<file path="src/fsp_pkg.sv">
`default_nettype none
package fsp_pkg;
  // clock rate
  localparam int unsigned CLOCK_NS                    = 100;
  // map size and sector geometry
  localparam int unsigned MAP_BYTES                   = 16;
  localparam int unsigned MAP_IDX_W                   = 4;
  localparam int unsigned ADDR_W                      = 20;
  localparam int unsigned SECTOR_MSB                  = 19;
  localparam int unsigned SECTOR_LSB                  = 16;
  localparam int unsigned PAGE_MSB                    = 15;
  localparam int unsigned PAGE_LSB                    = 8;
  localparam logic [7:0]  SECTOR0_LOW_LAST_PAGE       = 8'h07;
  // sector 0 map byte fields
  localparam int unsigned SECTOR0_LOW_HALF_MSB        = 7;
  localparam int unsigned SECTOR0_LOW_HALF_LSB        = 6;
  localparam int unsigned SECTOR0_HIGH_HALF_MSB       = 5;
  localparam int unsigned SECTOR0_HIGH_HALF_LSB       = 4;
  localparam logic [1:0]  HALF_PROTECTED              = 2'h3;
  // map byte values
  localparam logic [7:0]  MAP_PROTECTED               = 8'hff;
  localparam logic [7:0]  MAP_UNPROTECTED             = 8'h00;
  localparam logic [7:0]  MAP_RESET_VALUE             = 8'h00;
  localparam logic [7:0]  MAP_ERASED_VALUE            = 8'hff;
  // command bytes
  localparam logic [7:0]  CMD_PREFIX1                 = 8'h3d;
  localparam logic [7:0]  CMD_PREFIX2                 = 8'h2a;
  localparam logic [7:0]  CMD_PREFIX3                 = 8'h7f;
  localparam logic [7:0]  CMD_ENABLE_PROTECT          = 8'ha9;
  localparam logic [7:0]  CMD_DISABLE_PROTECT         = 8'h9a;
  localparam logic [7:0]  CMD_ERASE_MAP               = 8'hcf;
  localparam logic [7:0]  CMD_PROGRAM_MAP             = 8'hfc;
  localparam int unsigned CMD_BYTES                   = 4;
  // timing in ns and derived cycles
  localparam int unsigned PROTECT_ASSERT_DELAY_NS     = 1000;
  localparam int unsigned PROTECT_RELEASE_DELAY_NS    = 1000;
  localparam int unsigned WP_FILTER_NS                = 500;
  localparam int unsigned WP_FILTER_CYC               = (WP_FILTER_NS + CLOCK_NS - 1) / CLOCK_NS;
  localparam int unsigned PROTECT_MAP_ERASE_TIME_NS   = 2000000;
  localparam int unsigned PROTECT_MAP_ERASE_CYC       = PROTECT_MAP_ERASE_TIME_NS / CLOCK_NS;
  localparam int unsigned MAP_PROGRAM_TIME_NS         = 2000000;
  localparam int unsigned MAP_PROGRAM_CYC             = MAP_PROGRAM_TIME_NS / CLOCK_NS;
  localparam int unsigned BUSY_CNT_W                  = 24;
  // command decoder states
  typedef enum logic [3:0] {
    FSP_IDLE    = 4'b0001,
    FSP_OPCODE  = 4'b0010,
    FSP_MAPDATA = 4'b0100,
    FSP_IGNORE  = 4'b1000
  } fsp_state_e;
endpackage : fsp_pkg
`default_nettype wire

</file>
<file path="src/fsp_ctrl.sv">
`default_nettype none
// How it works
// - software protect flag clears at every reset.
// - unconnected write-protect pin reads as deasserted.
// - pin low blocks map change and protected-sector program or erase.
// - pin only adds protection, never removes software protection.
// - pin low turns protection on within the assert delay.
// - pin high drops protection within release delay unless software enabled.
// - software-enabled protection survives pin release until disable command.
// - disable command while pin low is ignored.
// - pin is filtered against short glitches.
// - sixteen-byte map, byte n guards sector n.
// - sectors 1-15: ffh protected, 00h unprotected.
// - byte 0 bits 7:6 guard pages 0-7, bits 5:4 pages 8-255.
// - map holds 00h out of reset.
// - map must be erased before program is accepted.
// - map erase sequence starts on chip-select rise.
// - busy shown during self-timed map erase.
// - erase accepted with software protection on or off, refused with pin low, leaves all ffh.
// - after erase with protection on, every sector operation refused.
// - enable sequence takes effect on chip-select rise.
// - disable sequence takes effect on chip-select rise.
// - status shows protection enabled by either method.
module fsp_ctrl #(
  parameter int unsigned ERASE_CYC   = fsp_pkg::PROTECT_MAP_ERASE_CYC,
  parameter int unsigned PROGRAM_CYC = fsp_pkg::MAP_PROGRAM_CYC
) (
  // clock and reset
  input  wire logic                      clock,
  input  wire logic                      nrst,
  // serial command pins
  input  wire logic                      csN,
  input  wire logic                      sck,
  input  wire logic                      si,
  // write-protect pin
  input  wire logic                      wpN,
  // array operation check
  input  wire logic                      opReq,
  input  wire logic [fsp_pkg::ADDR_W-1:0] opAddr,
  output var  logic                      opGrant,
  output var  logic                      opDeny,
  // status
  output var  logic                      statusBusy,
  output var  logic                      statusProtect
);
  localparam int unsigned BYTE_CNT_W = 5;

  fsp_pkg::fsp_state_e            state;
  logic [2:0]                     csSync;
  logic [2:0]                     sckSync;
  logic [1:0]                     siSync;
  logic                           wpLow;
  logic                           swProtect;
  logic                           mapErased;
  logic [7:0]                     protMap [fsp_pkg::MAP_BYTES];
  logic [7:0]                     shiftReg;
  logic [2:0]                     bitCnt;
  logic [BYTE_CNT_W-1:0]          byteCnt;
  logic [31:0]                    opcode;
  logic [fsp_pkg::MAP_IDX_W-1:0]  mapIdx;
  logic [fsp_pkg::BUSY_CNT_W-1:0] busyCnt;
  logic                           csRise;
  logic                           csFall;
  logic                           sckRise;
  logic                           byteDone;
  logic [7:0]                     next_byte;
  logic                           protActive;
  logic                           mapWritable;

  initial begin
    if (ERASE_CYC < 1 || ERASE_CYC >= (1 << fsp_pkg::BUSY_CNT_W)) $error("erase count out of range");
    if (PROGRAM_CYC < 1 || PROGRAM_CYC >= (1 << fsp_pkg::BUSY_CNT_W)) $error("program count out of range");
    if (fsp_pkg::MAP_BYTES != (1 << fsp_pkg::MAP_IDX_W)) $error("map depth must match index width");
    if (fsp_pkg::SECTOR_MSB - fsp_pkg::SECTOR_LSB + 1 != fsp_pkg::MAP_IDX_W) $error("sector field must match index");
  end

  // does the map guard this address
  function automatic logic sectorGuarded(input logic [fsp_pkg::ADDR_W-1:0] addr,
                                         input logic [7:0] byte0,
                                         input logic [7:0] byteN);
    logic [7:0] page;
    page = addr[fsp_pkg::PAGE_MSB:fsp_pkg::PAGE_LSB];
    if (addr[fsp_pkg::SECTOR_MSB:fsp_pkg::SECTOR_LSB] != 4'h0) begin
      sectorGuarded = (byteN == fsp_pkg::MAP_PROTECTED);
    end else if (page <= fsp_pkg::SECTOR0_LOW_LAST_PAGE) begin
      sectorGuarded = (byte0[fsp_pkg::SECTOR0_LOW_HALF_MSB:fsp_pkg::SECTOR0_LOW_HALF_LSB]
                       == fsp_pkg::HALF_PROTECTED);
    end else begin
      sectorGuarded = (byte0[fsp_pkg::SECTOR0_HIGH_HALF_MSB:fsp_pkg::SECTOR0_HIGH_HALF_LSB]
                       == fsp_pkg::HALF_PROTECTED);
    end
  endfunction : sectorGuarded

  // match a four-byte prefixed command
  function automatic logic isCmd(input logic [31:0] seq, input logic [7:0] last);
    isCmd = (seq == {fsp_pkg::CMD_PREFIX1, fsp_pkg::CMD_PREFIX2, fsp_pkg::CMD_PREFIX3, last});
  endfunction : isCmd

  // filtered write-protect level
  fsp_wp_filter #(
    .FILTER_CYC (fsp_pkg::WP_FILTER_CYC)
  ) u_wp_filter (
    .clock  (clock),
    .nrst   (nrst),
    .wpPinN (wpN),
    .wpLow  (wpLow)
  );

  // pin synchronisers; edges read only the second and third stages
  always_ff @(posedge clock or negedge nrst) begin
    if (!nrst) begin
      csSync  <= 3'h7;
      sckSync <= 3'h0;
      siSync  <= 2'h0;
    end else begin
      csSync  <= {csSync[1:0], csN};
      sckSync <= {sckSync[1:0], sck};
      siSync  <= {siSync[0], si};
    end
  end

  // edge and byte events
  assign csRise      = csSync[1] & ~csSync[2];
  assign csFall      = ~csSync[1] & csSync[2];
  assign sckRise     = sckSync[1] & ~sckSync[2] & ~csSync[2];
  assign next_byte   = {shiftReg[6:0], siSync[1]};
  assign byteDone    = sckRise && (bitCnt == 3'h7);
  assign protActive  = swProtect | wpLow;
  assign mapWritable = ~wpLow & ~statusBusy;

  // bit and byte counting within one chip-select frame
  always_ff @(posedge clock or negedge nrst) begin
    if (!nrst) begin
      shiftReg <= 8'h00;
      bitCnt   <= 3'h0;
      byteCnt  <= '0;
      opcode   <= 32'h0;
    end else if (csFall) begin
      bitCnt  <= 3'h0;
      byteCnt <= '0;
      opcode  <= 32'h0;
    end else if (sckRise) begin
      shiftReg <= next_byte;
      bitCnt   <= bitCnt + 3'h1;
      if (byteDone && byteCnt < BYTE_CNT_W'(fsp_pkg::CMD_BYTES)) begin
        opcode  <= {opcode[23:0], next_byte};
        byteCnt <= byteCnt + 1'b1;
      end
    end
  end

  // frame state: opcode, map data or ignored
  always_ff @(posedge clock or negedge nrst) begin
    if (!nrst) begin
      state <= fsp_pkg::FSP_IDLE;
    end else begin
      case (state)
        fsp_pkg::FSP_IDLE: begin
          if (csFall) state <= fsp_pkg::FSP_OPCODE;
        end
        fsp_pkg::FSP_OPCODE: begin
          if (csRise) begin
            state <= fsp_pkg::FSP_IDLE;
          end else if (byteDone && byteCnt == BYTE_CNT_W'(fsp_pkg::CMD_BYTES - 1)) begin
            if (isCmd({opcode[23:0], next_byte}, fsp_pkg::CMD_PROGRAM_MAP) && mapWritable && mapErased)
              state <= fsp_pkg::FSP_MAPDATA;
            else
              state <= fsp_pkg::FSP_IGNORE;
          end
        end
        fsp_pkg::FSP_MAPDATA: begin
          if (csRise) state <= fsp_pkg::FSP_IDLE;
        end
        fsp_pkg::FSP_IGNORE: begin
          if (csRise) state <= fsp_pkg::FSP_IDLE;
        end
        default: begin
          state <= fsp_pkg::FSP_IDLE;
        end
      endcase
    end
  end

  // software protection flag, acted on at chip-select rise
  always_ff @(posedge clock or negedge nrst) begin
    if (!nrst) begin
      swProtect <= 1'b0;
    end else if (csRise && state == fsp_pkg::FSP_IGNORE && bitCnt == 3'h0
                 && byteCnt == BYTE_CNT_W'(fsp_pkg::CMD_BYTES)) begin
      if (isCmd(opcode, fsp_pkg::CMD_ENABLE_PROTECT))
        swProtect <= 1'b1;
      else if (isCmd(opcode, fsp_pkg::CMD_DISABLE_PROTECT) && !wpLow)
        swProtect <= 1'b0;
    end
  end

  // protection map: reset value, erase, and byte program with wrap
  always_ff @(posedge clock or negedge nrst) begin
    if (!nrst) begin
      for (int i = 0; i < fsp_pkg::MAP_BYTES; i++) begin
        protMap[i] <= fsp_pkg::MAP_RESET_VALUE;
      end
      mapIdx    <= '0;
      mapErased <= 1'b0;
    end else if (csRise && state == fsp_pkg::FSP_IGNORE && bitCnt == 3'h0
                 && byteCnt == BYTE_CNT_W'(fsp_pkg::CMD_BYTES)
                 && isCmd(opcode, fsp_pkg::CMD_ERASE_MAP) && mapWritable) begin
      for (int i = 0; i < fsp_pkg::MAP_BYTES; i++) begin
        protMap[i] <= fsp_pkg::MAP_ERASED_VALUE;
      end
      mapErased <= 1'b1;
    end else if (state == fsp_pkg::FSP_MAPDATA && byteDone) begin
      protMap[mapIdx] <= next_byte;
      mapIdx          <= mapIdx + 1'b1;
    end else if (state == fsp_pkg::FSP_MAPDATA && csRise) begin
      mapIdx    <= '0;
      mapErased <= 1'b0;
    end
  end

  // self-timed busy for map erase and program
  always_ff @(posedge clock or negedge nrst) begin
    if (!nrst) begin
      busyCnt    <= '0;
      statusBusy <= 1'b0;
    end else if (csRise && state == fsp_pkg::FSP_IGNORE && bitCnt == 3'h0
                 && byteCnt == BYTE_CNT_W'(fsp_pkg::CMD_BYTES)
                 && isCmd(opcode, fsp_pkg::CMD_ERASE_MAP) && mapWritable) begin
      busyCnt    <= fsp_pkg::BUSY_CNT_W'(ERASE_CYC - 1);
      statusBusy <= 1'b1;
    end else if (csRise && state == fsp_pkg::FSP_MAPDATA) begin
      busyCnt    <= fsp_pkg::BUSY_CNT_W'(PROGRAM_CYC - 1);
      statusBusy <= 1'b1;
    end else if (busyCnt != '0) begin
      busyCnt <= busyCnt - 1'b1;
    end else begin
      statusBusy <= 1'b0;
    end
  end

  // protection status, either method
  always_ff @(posedge clock or negedge nrst) begin
    if (!nrst) begin
      statusProtect <= 1'b0;
    end else begin
      statusProtect <= protActive;
    end
  end

  // array operation check, answered one cycle after request
  always_ff @(posedge clock or negedge nrst) begin
    if (!nrst) begin
      opGrant <= 1'b0;
      opDeny  <= 1'b0;
    end else if (opReq) begin
      if (protActive && sectorGuarded(opAddr, protMap[0],
                                      protMap[opAddr[fsp_pkg::SECTOR_MSB:fsp_pkg::SECTOR_LSB]])) begin
        opGrant <= 1'b0;
        opDeny  <= 1'b1;
      end else begin
        opGrant <= 1'b1;
        opDeny  <= 1'b0;
      end
    end else begin
      opGrant <= 1'b0;
      opDeny  <= 1'b0;
    end
  end
endmodule : fsp_ctrl
`default_nettype wire

</file>
<file path="src/fsp_wp_filter.sv">
`default_nettype none
module fsp_wp_filter #(
  parameter int unsigned FILTER_CYC = fsp_pkg::WP_FILTER_CYC
) (
  // clock and reset
  input  wire logic clock,
  input  wire logic nrst,
  // raw pin and filtered level
  input  wire logic wpPinN,
  output var  logic wpLow
);
  localparam int unsigned CNT_W = $clog2(FILTER_CYC + 1);

  logic             syncA;
  logic             syncB;
  logic [CNT_W-1:0] stableCnt;

  initial begin
    if (FILTER_CYC < 1) $error("filter length must be at least one cycle");
  end

  // two-flop synchroniser, idles high like the pulled-up pin
  always_ff @(posedge clock or negedge nrst) begin
    if (!nrst) begin
      syncA <= 1'b1;
      syncB <= 1'b1;
    end else begin
      syncA <= wpPinN;
      syncB <= syncA;
    end
  end

  // level must hold for FILTER_CYC cycles before it is taken
  always_ff @(posedge clock or negedge nrst) begin
    if (!nrst) begin
      stableCnt <= '0;
      wpLow     <= 1'b0;
    end else if (syncB != wpLow) begin // pin level already matches taken state
      stableCnt <= '0;
    end else if (stableCnt == CNT_W'(FILTER_CYC - 1)) begin
      stableCnt <= '0;
      wpLow     <= ~syncB;
    end else begin
      stableCnt <= stableCnt + 1'b1;
    end
  end
endmodule : fsp_wp_filter
`default_nettype wire
</file>
<file path="config.mk">
export PLATFORM = sky130hd
export DESIGN_NAME = fsp_ctrl
export DESIGN_NICKNAME = d
export VERILOG_FILES = /design/src/fsp_pkg.sv /design/src/fsp_ctrl.sv /design/src/fsp_wp_filter.sv
export SDC_FILE = /design/constraint.sdc
export NUM_CORES = 1
export LEC_CHECK = 0
export BUFFER_PORTS_ARGS = -buffer_cell sky130_fd_sc_hd__buf_2
export CORE_UTILIZATION = 30
export CTS_BUF_LIST = sky130_fd_sc_hd__clkbuf_8 sky130_fd_sc_hd__clkbuf_16
export CTS_CLUSTER_DIAMETER = 60
export CTS_CLUSTER_SIZE = 8
export DETAILED_ROUTE_END_ITERATION = 12
export PLACE_DENSITY = 0.51
export SLEW_MARGIN = 20
export SYNTH_ARGS = -nofsm -noshare
export SYNTH_HDL_FRONTEND = slang
export SYNTH_SLANG_ARGS = --single-unit
export TNS_END_PERCENT = 1
</file>
<file path="constraint.sdc">
create_clock -name clock -period 2.3 [get_ports clock]
set_clock_uncertainty 0.1 [all_clocks]
set_input_delay 0.115 -clock clock [delete_from_list [all_inputs] [get_ports clock]]
set_output_delay 0.115 -clock clock [all_outputs]
set_load 0.05 [all_outputs]
</file>
==> flow_summary.yaml, run 1 <==
synth:
  synth_top_family_by_area: "simple AND/OR/NAND/NOR gates"
  synth_nets: 1155
  synth_edf_count: 0
  synth_fa_ha_area_share_pct: 1.49
  synthCells: 1115
  synth.avg_cell_area_um2: 9.77
  synth_compound_area_share_pct: 14.5
  yosysWarnings: 0
  synthMuxAreaShare_pct: 1.13
  netlist_area_um2: 10900
  synth-xor-area-share_pct: 1.69
  yosys.cell_types.count: 62
  ys_async_sr_fraction_pct: 100
  synth-simple-area-share_pct: 23.5
  synth_flop_cell: "dfrtp_1"
  synth_seq_area_share_pct: 52.2
  synth-seq-cells: 227
placed_design:
  dp_cells: 1580
  place_area_um2: 11700
  dp_hpwl_mm: 16.1
  pre_cts_ws_ns: -0.0890
  gp_congestion: 0.750
  io_buffers: 19
die:
  fp.dieW_um: 193
  die_h_um: 193
  num_io_pins: 31
  start_util_pct: 30.5
  rows: 69
  core_um2: 35700
  die_area_um2: 37100
run_status:
  status: "complete, but fails checks"
  violations: "design-rule violations, negative setup slack"
grt:
  grt_overflow: 0
  antenna_found_initial: 0
  track_usage_pct: 15.7
  grt_pass1_wl_mm: 46.2
  grt_max_degree: 58
  grt_pass1_vias: 8507
critical_path:
  cp.arrival_ns: 2.60
  endpoint_kind: "register"
  start_kind: "register"
  crit_type: "register to register"
  cp_data_required_time_ns: 2.59
  path_max_fanout: 8
min_path:
  holdCritPathClass: "input pin to asynchronous set/reset pin"
final_layout:
  drive_gt1_share_pct: 23.2
  antenna_cells: 0
  fin_cells: 1640
  fin_nets: 1212
  area_growth_pct: 19.0
  fin_util_pct: 36.3
  final_area_um2: 13000
sta:
  max_clock_freq_mhz: 433
  rsz0062_at_grt: "true"
  fin_ws_ns: -0.0118
  layout_min_cycle_time_ns: 2.31
  drv_slew: 0
  worst_slew_pin_slew_ns: 0.489
  setup_violations: 8
  slew_headroom_pct: 67.3
  final_hold_viol_count: 0
  fin_crit_sh_pct: 101
run:
  max_cap_violations: 0
cts:
  h-tree-depth: 2
  cts_buffer_depth: 3
  worstSkewPairLatency_ns: 0.50
  root_buffer: "clkbuf_16"
  cts_sinks: 227
  cts_buffers: 35
  clkTransAtPathRegs_ns: 0.05
  cts_tree: "done"
pwr:
  leakagePower_uw: 0.00623
  ir_drop_mv: 0.419
  power_density_nw_per_um2: 759
drt:
  via_count: 8225
  drtIter0Drc: 472
  drc: 4
  post_drt_wl_per_cell_um: 17.0
  drtAntennaViolNets: 0
  drt_pass1_iterations: 9
  routed_via_density: 5.02
  finalWirelength_mm: 27.8
[worst max-delay path, stage by stage (launching register included)]
cell and delay [ns]:
dfrtp_1 0.39, inv_2 0.08, ha_4 0.13, nand4b_1 0.08
or4_4 0.53, nor4_4 0.27, buf_4 0.18, nand2_8 0.13
nand2_8 0.11, buf_12 0.14, nor2_1 0.05
[Yosys cell counts, drive strengths merged, types with 4 or more instances]
cell | n | area share (%)
xor2 | 7 | 0.56
or3 | 4 | 0.23
nor4b | 4 | 0.46
nand4b | 13 | 1.0
nor3b | 5 | 0.65
and2 | 5 | 0.31
a21oi | 104 | 4.8
or4 | 5 | 0.38
mux2 | 8 | 0.83
buf | 26 | 3.0
o21ai | 111 | 8.1
nand3 | 111 | 5.7
nand2b | 5 | 0.29
ha | 13 | 1.5
nand4 | 27 | 1.6
o31ai | 5 | 0.34
xnor2 | 14 | 1.1
nor4 | 10 | 0.85
nor2 | 138 | 4.8
nand2 | 147 | 5.1
nor3 | 18 | 0.87
clkbuf | 55 | 1.9
inv | 17 | 0.59
dfrtp | 221 | 51
dfstp | 6 | 1.4
[routing by layer]
layer	global-route usage [%]	up-vias	wire [um]
met1	22.0	4090	13500
met5	0	-	0
li1	-	3960	-
met2	24.6	129	12800
met3	2.60	46	970
met4	5.18	0	577
[cells in the final DEF, fill, tap and decap left out, types with 13 or more instances in the layout]
cell and instances:
o21ai_2 91, nand3_2 15, clkbuf_16 39, dfrtp_1 221, nand4_1 27, a21oi_1 104, nor3_1 17, nand4b_1 13
buf_4 58, nand3_1 96, inv_1 19, nor2_1 136, buf_2 18, nand2_1 145, xnor2_1 14
[final timing paths]
kind,from,end,slack [ns],cells after the start
setup / recovery,bitCnt[1],busyCnt[20],-0.01,10
hold / removal,nrst,protMap[9],0.04,2
setup reg to reg,bitCnt[1],busyCnt[20],-0.01,10
hold reg to reg,sckSync[0],sckSync[1],0.25,0
max in group asynchronous,nrst,state[0],1.34,3
min in group clock,opAddr[19],opGrant,0.08,4
[logic make-up (layout without fill, tap and decap cells)]
family          after synthesis  in the layout
compound gates              237            237
fa+ha+maj                    13             13
flops                       227            227
mux                          10             10
xor+xnor                     21             21
buf+inv                      98            162
simple gates                509            509
[layout make-up]
cell class	count	area, um^2
Multi-Input combinational cell	790	4680
Clock inverter	6	28.8
Clock buffer	38	940
Timing Repair Buffer	101	978
Sequential cell	227	5690
Inverter	17	63.8
Fill cell	3566	22700
Tap cell	461	577
[report_power, final]
part	switching, uW	total (uW)	leakage, uW	internal [uW]
clock	1730	4580	0.000492	2850
sequential	63.6	4180	0.00312	4120
combinational	811	1070	0.00262	262
[timing repair]
| item | 4_1_cts | 5_1_grt |
|---|---|---|
| cloned | 1 | 2 |
| endpoints found under the hold margin | 232 | 0 |
| setup buffers | 4 | 2 |
| endpoints found under the setup margin | 124 | 148 |
| gates resized for setup | 7 | 17 |
| hold buffers | 7 | 0 |
| pin swaps | 3 | 6 |
[sequential cells by signal, summed over array words and instances, names as in the netlist, 4 cells and up]
signal    cells
protMap     128
mapIdx        4
opcode       32
shiftReg      7
state         4
busyCnt      24
byteCnt       5
[stage by stage]
stage | total power (uW) | hold slack (ns) | setup TNS [ns]
floorplan | 4720 | -0.281 | 0
global placement | 5310 | -0.0131 | -1.88
detailed placement | 5310 | -0.0131 | -3.36
CTS | 9980 | 0.0429 | 0
global route | 10200 | 0.0784 | -10.39
finish | 9840 | 0.0361 | -0.0739
Note: power is estimated with default switching activity, not from simulation.
==> run 2, diff against run 1 <==
--- a/config.mk
+++ b/config.mk
@@ -15,5 +15,6 @@
 export SLEW_MARGIN = 20
 export SYNTH_ARGS = -nofsm -noshare
 export SYNTH_HDL_FRONTEND = slang
+export SYNTH_HIERARCHICAL = 1
 export SYNTH_SLANG_ARGS = --single-unit
 export TNS_END_PERCENT = 1
==> run 2 against run 1 <==
The flow now finishes without violations. Synthesized area is 5.2% lower. Die area down 5.2%. Sequential power up 1%. Combinational power is essentially flat. Highest routed layer unchanged.
==> flow_summary.yaml, run 2 <==
critical_path:
  path_delay_family: "simple AND/OR/NAND/NOR gates"
  r2r_setup_slack_ns: 0.1
  cp.arrival_ns: 2.53
  cp_data_required_time_ns: 2.63
  slowest_delay_ns: 0.46
  critPathSlowestCell: "a21oi_2"
  crit_type: "register to register"
  worstReg2RegEnd: "busyCnt[21]"
  crit_chain: "inv_1 > ha_1 > nor4b_2 > nor4b_4 > a21oi_2 > nand2_2 > or3_1 > a21oi_1"
  path_max_fanout: 10
  reg2reg_depth: 8
  regToRegStartpoint: "busyCnt[0]"
  start_kind: "register"
  endpoint_kind: "register"
  path_buf_inv: 1
final_layout:
  final_cell_mix: "221 x dfrtp_1, 169 x nor2_1, 141 x a21oi_1"
  fin_util_pct: 36.7
  largest_reg_flops: 128
  area_growth_pct: 20.0
  top_register: "protMap"
  layout_commonest_cell: "dfrtp_1"
  drive_gt1_share_pct: 13.4
  antenna_cells: 0
  fin_nets: 1217
  largestRegisters: "protMap x128, opcode x32, busyCnt x24"
pwr:
  ir_drop_mv: 0.552
  leakagePower_uw: 0.00583
  power_density_nw_per_um2: 801
sta:
  layout_min_cycle_time_ns: 2.20
  max_clock_freq_mhz: 454
  fin_crit_sh_pct: 95.7
  worst_slew_pin_slew_ns: 0.619
  drv_slew: 0
  rsz0062_at_grt: "true"
  slew_headroom_pct: 58.6
  hold_slack_ns: 0.0970
  setup_violations: 0
  setup_tns_ns: 0
  final_hold_viol_count: 0
synth:
  synth_edf_count: 0
  synth_nets: 1166
  yosysWarnings: 6
  synth_top_area_cell: "dfrtp_1"
  ys_async_sr_fraction_pct: 100
  synthTopCellsByArea: "dfrtp_1 54%, a21oi_1 6.8%, o21ai_0 6.6%"
  yosysMostFrequentCell: "dfrtp_1"
  synth_common_cells: "221 x dfrtp_1, 169 x nor2_1, 141 x a21oi_1, 136 x o21ai_0, 125 x nand2_1"
  synthCells: 1126
  netlist_area_um2: 10300
  synth_flop_cell: "dfrtp_1"
  yosys.cell_types.count: 65
  synth_seq_area_share_pct: 55.1
  synth.avg_cell_area_um2: 9.16
  synth-seq-cells: 227
  synth_top_area_share_pct: 53.6
run_status:
  status: "complete, no violations"
die:
  die_h_um: 187
  num_io_pins: 31
  rows: 67
  die_area_um2: 35100
  core_um2: 33700
  start_util_pct: 30.6
  fp.dieW_um: 187
run:
  max_cap_violations: 0
grt:
  grt_pass1_wl_mm: 44.9
  grt_max_degree: 75
  antenna_found_initial: 0
  track_usage_pct: 15.7
  grt_pass1_vias: 8240
  grt_overflow: 0
drt:
  drt_pass1_iterations: 5
  finalWirelength_mm: 27.2
  drtIter0Drc: 594
  post_drt_wl_per_cell_um: 16.6
  drc: 0
  drtAntennaViolNets: 0
  via_count: 8200
  routed_via_density: 5.00
cts:
  clkTransAtPathRegs_ns: 0.05
  root_buffer: "clkbuf_16"
  worstSkewPairLatency_ns: 0.50
  cts_buffer_depth: 3
  cts_sinks: 227
  cts_tree: "done"
  h-tree-depth: 2
  cts_buffers: 35
placed_design:
  gp_congestion: 0.767
  io_buffers: 19
  dp_hpwl_mm: 16.1
min_path:
  holdCritPathClass: "input pin to asynchronous set/reset pin"
==> run 2: per-layer routing <==
| layer | track usage (%) | share of wire, % | vias up |
|---|---|---|---|
| li1 | - | - | 3997 |
| met1 | 23.0 | 50 | 3993 |
| met2 | 23.6 | 44 | 175 |
| met3 | 2.89 | 4.6 | 35 |
| met4 | 4.47 | 1.9 | 0 |
| met5 | 0 | 0 | - |
==> run 2: logic make-up after synthesis <==
kind of cell / after synthesis / synth area share [%]
AOI/OAI and AO/OA: 301 / 15.1
buffers and inverters: 95 / 3.82
xor gates and xnor gates: 21 / 1.78
DFF: 227 / 55.1
and+or+nand+nor: 460 / 21.5
adders and majority gates: 13 / 1.58
muxes: 9 / 1.08
==> run 2: power by group <==
group | total, uW | internal [uW] | switching, uW
logic | 1080 | 264 | 818
registers | 4230 | 4140 | 95.0
clock network | 4600 | 2840 | 1760
==> run 2: how the worst max path moves through the flow <==
stage,startpoint,end,slack (ns),cells after the start
3_5_place_dp,state[3],protMap[80],0.05,7
4_1_cts,state[3],protMap[79],0.04,7
5_1_grt,busyCnt[0],busyCnt[21],-0.08,8
6_report,busyCnt[0],busyCnt[21],0.1,8
2_1_floorplan,busyCnt[6],busyCnt[3],0.22,4
3_3_place_gp,state[3],protMap[91],0.09,7
==> run 2: final cells by class <==
| type | count | area, um^2 |
|---|---|---|
| repair buffers | 90 | 771 |
| multi-input cells | 804 | 4310 |
| flip-flops and latches | 227 | 5690 |
| clock inverters | 14 | 61.3 |
| fillers | 3430 | 21300 |
| clock buffers | 37 | 926 |
| inverters | 19 | 71.3 |
| well taps | 448 | 561 |
==> run 2: per-stage QoR <==
stage          total power, uW  cells  worst slack (ns)  instance area, um^2
2_1_floorplan             4790   1126             0.216                10300
3_3_place_gp              5370   1579            0.0875                11300
3_5_place_dp              5370   1579            0.0495                11300
4_1_cts                  10000   1638            0.0373                12300
5_1_grt                  10300   1639           -0.0757                12400
6_report                  9910   1639            0.0988                12400
==> run 2: repair_timing <==
action	CTS	global route
gates resized for setup	0	10
hold endpoints to repair	218	0
setup buffers	0	1
endpoints found under the setup margin	0	124
hold buffers	8	0
